--- config.mk ---
export PLATFORM = sky130hd
export DESIGN_NAME = tdr_top
export DESIGN_NICKNAME = d
export VERILOG_FILES = /design/src/hw/tdr_pkg.sv /design/src/hw/tdr_top.sv
export SDC_FILE = /design/constraint.sdc
export NUM_CORES = 1
export LEC_CHECK = 0
export BUFFER_PORTS_ARGS = -buffer_cell sky130_fd_sc_hd__buf_2
export CORE_ASPECT_RATIO = 0.5
export CORE_MARGIN = 2
export CORE_UTILIZATION = 31
export DETAILED_ROUTE_END_ITERATION = 8
export PLACE_DENSITY = 0.89
export SLEW_MARGIN = 20
export SYNTH_ARGS = -nofsm -noshare
export SYNTH_HDL_FRONTEND = slang
export SYNTH_SLANG_ARGS = --single-unit
--- constraint.sdc ---
create_clock -name clk -period 1.42 [get_ports clk]
set_input_delay 0.355 -clock clk [delete_from_list [all_inputs] [get_ports clk]]
set_output_delay 0.355 -clock clk [all_outputs]
set_load 0.05 [all_outputs]
--- src/hw/tdr_pkg.sv ---
// Purpose: Constants for the three-state four-bit D register with APB control
// Assumes: One clock, clk at 100 MHz; APB with 32-bit data and byte addresses
// Notes:   Software bits only add to the pin controls, never override them
package tdr_pkg;

  //////////////////////////////////////////////////////////////////////////////
  // Datapath
  localparam int          TDR_DATA_BITS      = 4;
  localparam int          TDR_MAX_DATA_BITS  = 16;

  //////////////////////////////////////////////////////////////////////////////
  // Register map, byte addresses
  localparam logic [31:0] TDR_CTRL_ADDR      = 32'h0000_0000;
  localparam logic [31:0] TDR_STATUS_ADDR    = 32'h0000_0004;

  // Control register fields
  localparam int          TDR_CTRL_BITS      = 3;
  localparam int          TDR_CTRL_HOLD_BIT  = 0;
  localparam int          TDR_CTRL_OFF_BIT   = 1;
  localparam int          TDR_CTRL_CLR_BIT   = 2;
  localparam logic [2:0]  TDR_CTRL_RESET     = 3'h0;

  // Status register fields: stored bits sit at bit 0 upward
  localparam int          TDR_STAT_DRIVE_BIT = 16;

  typedef logic [31:0] tdr_word_t;

endpackage : tdr_pkg

--- src/hw/tdr_top.sv ---
// Purpose: Four-bit D register with gated load, direct clear and releasable outputs
// Assumes: Pin inputs synchronous to clk except clear, which acts at once
// Notes:   Output enables follow the output controls one clock later
//
// Design decisions made here: the address map and the APB interface to the registers.
`timescale 1ns/1ps
module tdr_top #(
  parameter int DATA_BITS = tdr_pkg::TDR_DATA_BITS
) (
  input  wire logic                 clk,
  input  wire logic                 reset_n,
  input  wire logic                 clear,
  input  wire logic                 load_gate_a_n,
  input  wire logic                 load_gate_b_n,
  input  wire logic                 out_ctrl_m,
  input  wire logic                 out_ctrl_n,
  input  wire logic [DATA_BITS-1:0] data_in,
  output logic      [DATA_BITS-1:0] q_out,
  output logic      [DATA_BITS-1:0] q_oe,
  input  wire logic                 psel,
  input  wire logic                 penable,
  input  wire logic                 pwrite,
  input  wire tdr_pkg::tdr_word_t   paddr,
  input  wire tdr_pkg::tdr_word_t   pwdata,
  input  wire logic [3:0]           pstrb,
  output logic                      pready,
  output tdr_pkg::tdr_word_t        prdata,
  output logic                      pslverr
);
  import tdr_pkg::*;

  //////////////////////////////////////////////////////////////////////////////
  // Parameter check
  if (DATA_BITS < 1 || DATA_BITS > TDR_MAX_DATA_BITS) begin : g_bad_width
    $error("DATA_BITS out of range");
  end

  //////////////////////////////////////////////////////////////////////////////
  // Decoding helpers
  function automatic logic tdr_load_ok(input logic ga_n, input logic gb_n, input logic hold);
    tdr_load_ok = !ga_n && !gb_n && !hold;
  endfunction : tdr_load_ok

  function automatic logic tdr_addr_ok(input tdr_word_t addr);
    tdr_addr_ok = (addr == TDR_CTRL_ADDR) || (addr == TDR_STATUS_ADDR);
  endfunction : tdr_addr_ok

  logic [TDR_CTRL_BITS-1:0] ctrl;
  logic [TDR_CTRL_BITS-1:0] next_ctrl;
  logic [DATA_BITS-1:0]     next_q_out;
  logic [DATA_BITS-1:0]     next_q_oe;
  logic                     next_pready;
  tdr_word_t                next_prdata;
  logic                     next_pslverr;
  logic                     load;
  logic                     sw_clear;
  logic                     release_bus;
  logic                     setup;
  logic                     write_done;

  //////////////////////////////////////////////////////////////////////////////
  // Storage: one flip-flop per bit
  assign load        = tdr_load_ok(load_gate_a_n, load_gate_b_n, ctrl[TDR_CTRL_HOLD_BIT]);
  assign sw_clear    = ctrl[TDR_CTRL_CLR_BIT];
  assign release_bus = out_ctrl_m || out_ctrl_n || ctrl[TDR_CTRL_OFF_BIT];

  // Each bit has its own data path; only the controls are shared
  for (genvar gi = 0; gi < DATA_BITS; gi++) begin : g_bit
    always_comb begin
      if (sw_clear) begin
        next_q_out[gi] = 1'b0;
      end else if (load) begin
        next_q_out[gi] = data_in[gi];
      end else begin
        next_q_out[gi] = q_out[gi];
      end
    end
  end

  // Clear bypasses the clock so it acts without waiting for an edge
  always_ff @(posedge clk or posedge clear) begin
    if (clear) begin
      q_out <= '0;
    end else if (!reset_n) begin
      q_out <= '0;
    end else begin
      q_out <= next_q_out;
    end
  end

  //////////////////////////////////////////////////////////////////////////////
  // Output enables, independent of the storage path
  always_comb begin
    next_q_oe = release_bus ? '0 : '1;
  end

  // Enables reset off so nothing fights the bus at power-up
  always_ff @(posedge clk) begin
    if (!reset_n) begin
      q_oe <= '0;
    end else begin
      q_oe <= next_q_oe;
    end
  end

  //////////////////////////////////////////////////////////////////////////////
  // APB slave: zero-wait, answer in the first access cycle
  // Error answers never commit, so a bad address cannot reach the control bits
  assign setup      = psel && !penable;
  assign write_done = psel && penable && pready && pwrite && !pslverr;

  always_comb begin
    next_pready  = setup;
    next_pslverr = setup && !tdr_addr_ok(paddr);
    next_prdata  = prdata;
    // Read data is built at setup, so it already stands in the access cycle
    if (setup && !pwrite) begin
      next_prdata = '0;
      if (paddr == TDR_CTRL_ADDR) begin
        next_prdata[TDR_CTRL_BITS-1:0] = ctrl;
      end else if (paddr == TDR_STATUS_ADDR) begin
        next_prdata[DATA_BITS-1:0]       = q_out;
        next_prdata[TDR_STAT_DRIVE_BIT]  = q_oe[0];
      end
    end
    // Only the lowest byte lane carries control bits; other lanes are ignored
    next_ctrl = ctrl;
    if (write_done && paddr == TDR_CTRL_ADDR && pstrb[0]) begin
      next_ctrl = pwdata[TDR_CTRL_BITS-1:0];
    end
  end

  // Bus registers
  always_ff @(posedge clk) begin
    if (!reset_n) begin
      ctrl    <= TDR_CTRL_RESET;
      pready  <= 1'b0;
      pslverr <= 1'b0;
      prdata  <= '0;
    end else begin
      ctrl    <= next_ctrl;
      pready  <= next_pready;
      pslverr <= next_pslverr;
      prdata  <= next_prdata;
    end
  end

  for (genvar ai = 0; ai < DATA_BITS; ai++) begin : g_chk

  end
endmodule : tdr_top

# Yosys cells after proc, flatten, opt, wreduce, memory -nomap -nowiden
# Index checks and enable logic that the tools add are counted.
op_classes:
  n_mux: 15
  n_eq_ne: 2
  reduce_logical: 22
op_table:
  columns: ["operator", "count"]
  rows:
  - ["$eq 32x3->1 const B", 1]
  - ["$logic_not 32->1", 1]
  - ["$mux 4", 3]
  - ["$logic_and 1x1->1", 11]
  - ["$mux 1", 11]
  - ["$logic_not 1->1", 7]
  - ["$logic_or 1x1->1", 3]
  - ["$mux 3", 1]
  - ["$ne 3x1->1 const B", 1]
word_totals:
  input_bits: 82
  wordCells: 45
  ff_bits: 18
  output_inout_bits: 42

# Depth between registers and ports, before layout
logic_depth:
  word_depth: 6
  ltp_mapped: 5
  depth_no_buf: 4

# Worst setup path before layout
# Ideal clock, no wire load.
synth_path:
  path_kind: "flip-flop to flip-flop"
  start: "reg pready"
  end: "reg ctrl[0]"
  n_path_buf: 0
  t_arrival_ps: 1539
  path_stages_with_launch: 5
  t_required_ps: 1348
  slack_ps: -191
  period_less_slack_ps: 1611
  setup_time_ps: 72
  cell_sequence: "dfxtp_1 > nor4bb_1 > nand4_1 > nor3_1 > mux2i_1"
synth_between:
  elab_chain_cells: 5
synth_lines:
  columns: ["item", "line_no", "source"]
  rows:
  - ["start: declaration", "tdr_top.sv:26", "output logic pready,"]
  - ["start signal: assignment", "tdr_top.sv:142", "pready <= next_pready;"]
  - ["$logic_and 1x1->1 (3 in a row)", "tdr_top.sv:110", "assign write_done = psel && penable && pready && pwrite && !pslverr;"]
  - ["$logic_and 1x1->1 (2 in a row)", "tdr_top.sv:128", "if (write_done && paddr == TDR_CTRL_ADDR && pstrb[0]) begin"]
  - ["end signal: assignment", "tdr_top.sv:141", "ctrl <= next_ctrl;"]
  - ["end: declaration", "tdr_top.sv:48", "logic [TDR_CTRL_BITS-1:0] ctrl;"]
# No other way between the ends.
# A chain may end at the register's enable or synchronous reset.

# Worst setup path in the final report
layout_path:
  start: "in paddr[0]"
  end: "reg prdata[3]"
layout_between:
  elab_chain_cells: 3
  elab_cells_between_ends: 4
  classes_between: "eq/ne (1); mux (2); reduce/logical (1)"
layout_lines:
  columns: ["item", "line_no", "source"]
  rows:
  - ["start: declaration", "tdr_top.sv:23", "input wire tdr_pkg::tdr_word_t paddr,"]
  - ["$eq 32x3->1", "tdr_top.sv:121", "end else if (paddr == TDR_STATUS_ADDR) begin"]
  - ["$mux 4", "tdr_top.sv:121", null]
  - ["$mux 1 (*)", "tdr_top.sv:119", "if (paddr == TDR_CTRL_ADDR) begin"]
  - ["end signal: assignment", "tdr_top.sv:144", "prdata <= next_prdata;"]
  - ["end: declaration", "tdr_top.sv:27", "output tdr_pkg::tdr_word_t prdata,"]
# Mark *: on every way between the ends. The rest lies on a longest branch, timed or not.

==> metrics.md <==
| Metric | Value |
|---|---|
| Count of placed standard cells including taps | `206` |
| Crit. Startpoint | `paddr[0]` |
| Die outline height | `42.7 um` |
| # DRC | `0` |
| Cell at the slowest stage of the critical path | `or4_1` |
| Clock tree sinks | `15` |
| Global-route wire length before repair | `3650 um` |
| Mux share of post-synthesis cell area | `0.0648` |
| Deepest clock path buffer count | `2` |
| TritonCTS clock tree | `built` |
| Largest delay contributor family on the critical path | `simple AND/OR/NAND/NOR gates` |
| Setup ws final | `-80.2 ps` |
| Top cell type by total area after synthesis | `buf_4` |
| Hold-critical path endpoint | `q_oe[2]` |
| Dominant combinational cell family by area after synthesis | `buffers and inverters` |
| Met2 track demand over resource in global routing | `0.282` |
| Cell area after layout | `1400 sq um` |
| Most common cell in the netlist | `buf_4` |
| Required time worst endpoint | `1600 ps` |
| Cell Rows | `13` |
| Fraction of the mapped netlist area in compound gates | `0.0904` |
| Post-Syn Area per Cell | `8.91 sq um` |
| CTS clock-pin slew for the worst setup and hold paths | `60 ps` |
| Total clock buffers created by CTS | `3` |
| Setup repair after global routing missed its margin | `yes` |
| Worst path max stage delay | `580 ps` |
| Ys Warns | `0` |
| Crit path launch type | `input port` |
| GRT Overall Usage | `0.138` |
| Most used routing layer | `met2` |
| Average wire per standard cell | `11.8 um` |
| Initial core utilization | `0.341` |
| Ports | `124` |
| Leakage power total | `0.730 nW` |
| Violated checks | `negative setup slack` |
| EDFF count, synth | `0` |
| CTS HTree Levels | `1` |
| Beginning of the worst hold path | `out_ctrl_m` |
| Vias | `930` |
| Clk_lat worst skew | `250 ps` |
| Register-to-register setup slack | `-60 ps` |
| Distinct cells, synth | `25` |
| Sum of net half-perimeters after detailed placement | `1980 um` |
| Pins over their slew limit | `0` |
| Leading cell types by total area after synthesis | `buf_4 24%, dfxtp_1 24%, dfrtp_1 11%` |
| Routability congestion estimate from global placement | `0.750` |
| Arithmetic-cell share of the synthesized area counting full adders, half adders and majority gates | `0` |
| Tightest hold margin | `262 ps` |
| Via count of the first global-routing pass | `886` |
| Period utilization | `1.06` |
| IR drop worst, VDD | `0.301 mV` |
| Shortest clock period the worst path allows after layout | `1500 ps` |
| Most used flip-flop cell after synthesis | `dfxtp_1` |
| Combined buffer and inverter count along the critical path | `1` |
| Post-Layout Cell Count | `212` |
| Met3 usage | `0.0447` |
| Area added between synthesis and finish | `51.1%` |
| Count of max-cap constraint violations | `0` |
| Area share of xor/xnor cells in the synthesized design | `0` |
| Horizontal die dimension | `81.3 um` |
| Pre-CTS setup slack | `-401 ps` |
| Port Buffer Count | `64` |
| ANT cells | `0` |
| Wirelength, routed | `2500 um` |
| Area of the core region | `2720 sq um` |
| Class of the worst hold path | `input port to flop` |
| Worst path cell trace | `buf_6, nor4_4, nand4_1, or4_1, a21boi_1` |
| Met1 layer usage reported by global route | `0.125` |
| Fin. Hold Viols | `0` |
| Worst path arrival time | `1680 ps` |
| ANT nets after route | `0` |
| Simple-gate area share of the yosys netlist | `0.236` |
| RR Startpoint | `pslverr` |
| Skew final | `1.34 ps` |
| Depth of the worst register-to-register path | `5` |
| Number of DRC markers in iteration 0 | `33` |
| Root buf cell | `clkbuf_8` |
| Max Freq | `667 MHz` |
| Final setup violation count | `5` |
| List of most frequent post-synthesis cells | `30 x buf_4, 13 x nand2_1, 11 x dfxtp_1` |
| Synthesized flop and latch total | `15` |
| Start-to-end type of the worst setup path | `input port to flop` |
| Nature of the critical path endpoint | `flop` |
| Count of mapped cells out of synthesis | `104` |
| Number of nets in the finished design | `258` |
| Total global routing overflow | `0` |
| Critical path peak fanout | `5` |
| Netlist area before placement | `927 sq um` |
| Via-per-instance ratio | `4.39` |
| End of the worst register-to-register path | `ctrl[0]` |
| TritonRoute pass-1 iters | `4` |
| Result of the run | `finished with violations` |
| Area share of the largest cell type after synthesis | `0.243` |
| Hold Path Stages | `2` |
| Layout cell share with drive strength beyond 1 | `0.503` |
| Util after Layout | `0.516` |
| Number of antenna violations at the first check in global routing | `0` |
| Pin count of the biggest net entering global routing | `15` |
| Power per Cell Area | `810 nW/um^2` |
| Area post-placement | `1260 sq um` |
| Seq/Total Area, Yosys | `0.345` |
| Die ar. | `3470 sq um` |
| Fraction of registers with async set/reset | `0.267` |
-- worst max-delay path by stage --
stage | endpoint | slack [ps] | cells after the start
2_1_floorplan | prdata[16] | -130 | 4
3_3_place_gp | prdata[3] | -330 | 5
3_5_place_dp | ctrl[0] | -400 | 7
4_1_cts | ctrl[0] | -90 | 7
5_1_grt | prdata[16] | -160 | 5
6_report | prdata[3] | -80 | 5
-- sequential cells by signal, indices dropped and copies added (netlist names) --
name / flops
q_oe: 1
ctrl: 3
pready: 1
pslverr: 1
q_out: 4
prdata: 5
-- logic make-up after synthesis --
logic type | after synthesis
simple gates | 38
buf+inv | 34
compound gates | 10
mux | 6
flops | 15
other cells | 1
-- power by group --
part | leakage [nW] | internal [W] | switching (W)
sequential | 0.144 | 0.000432 | 0.00000711
combinational | 0.560 | 0.0000928 | 0.000262
clock | 0.0255 | 0.000194 | 0.000146
total | 0.730 | 0.000719 | 0.000416
-- placed cells by master (no fill, tap or decap), drive strengths merged, types with 2 or more instances in the layout --
cell type / instances
or4: 2
buf: 73
clkbuf: 3
dfxtp: 11
conb: 27
nand2: 13
dfrtp: 4
and2: 3
o41ai: 3
nor3: 3
nand4: 3
a22o: 4
mux2i: 6
a21boi: 2
nor4: 7
-- through the flow --
step	TNS (ps)	power (W)
after global routing	-821	0.00118
after global placement	-2350	0.000779
after CTS	-319	0.00113
final	-216	0.00113
after floorplan	-273	0.000748
after detailed placement	-2710	0.000783
-- metal layers --
metal	up-vias	wire, um
met5	-	0
met1	426	877
met4	0	25
met2	48	1350
met3	2	242
li1	454	-
-- area by class of cell --
type	count	area (sq um)
well taps	37	46.3
repair buffers	74	433
clock buffers	3	41.3
clock inverters	1	5.00
inverters	1	3.75
flip-flops and latches	15	323
fillers	243	1320
multi-input cells	81	549
-- repair_timing --
action                                 CTS  global route
resized for setup                        7             5
hold buffers                             1             0
endpoints found under the hold margin    4             0
pin swaps                               11             4
setup buffers                            1             0
setup endpoints to repair                7             8
No activity file was read; power rests on OpenSTA's default activity.
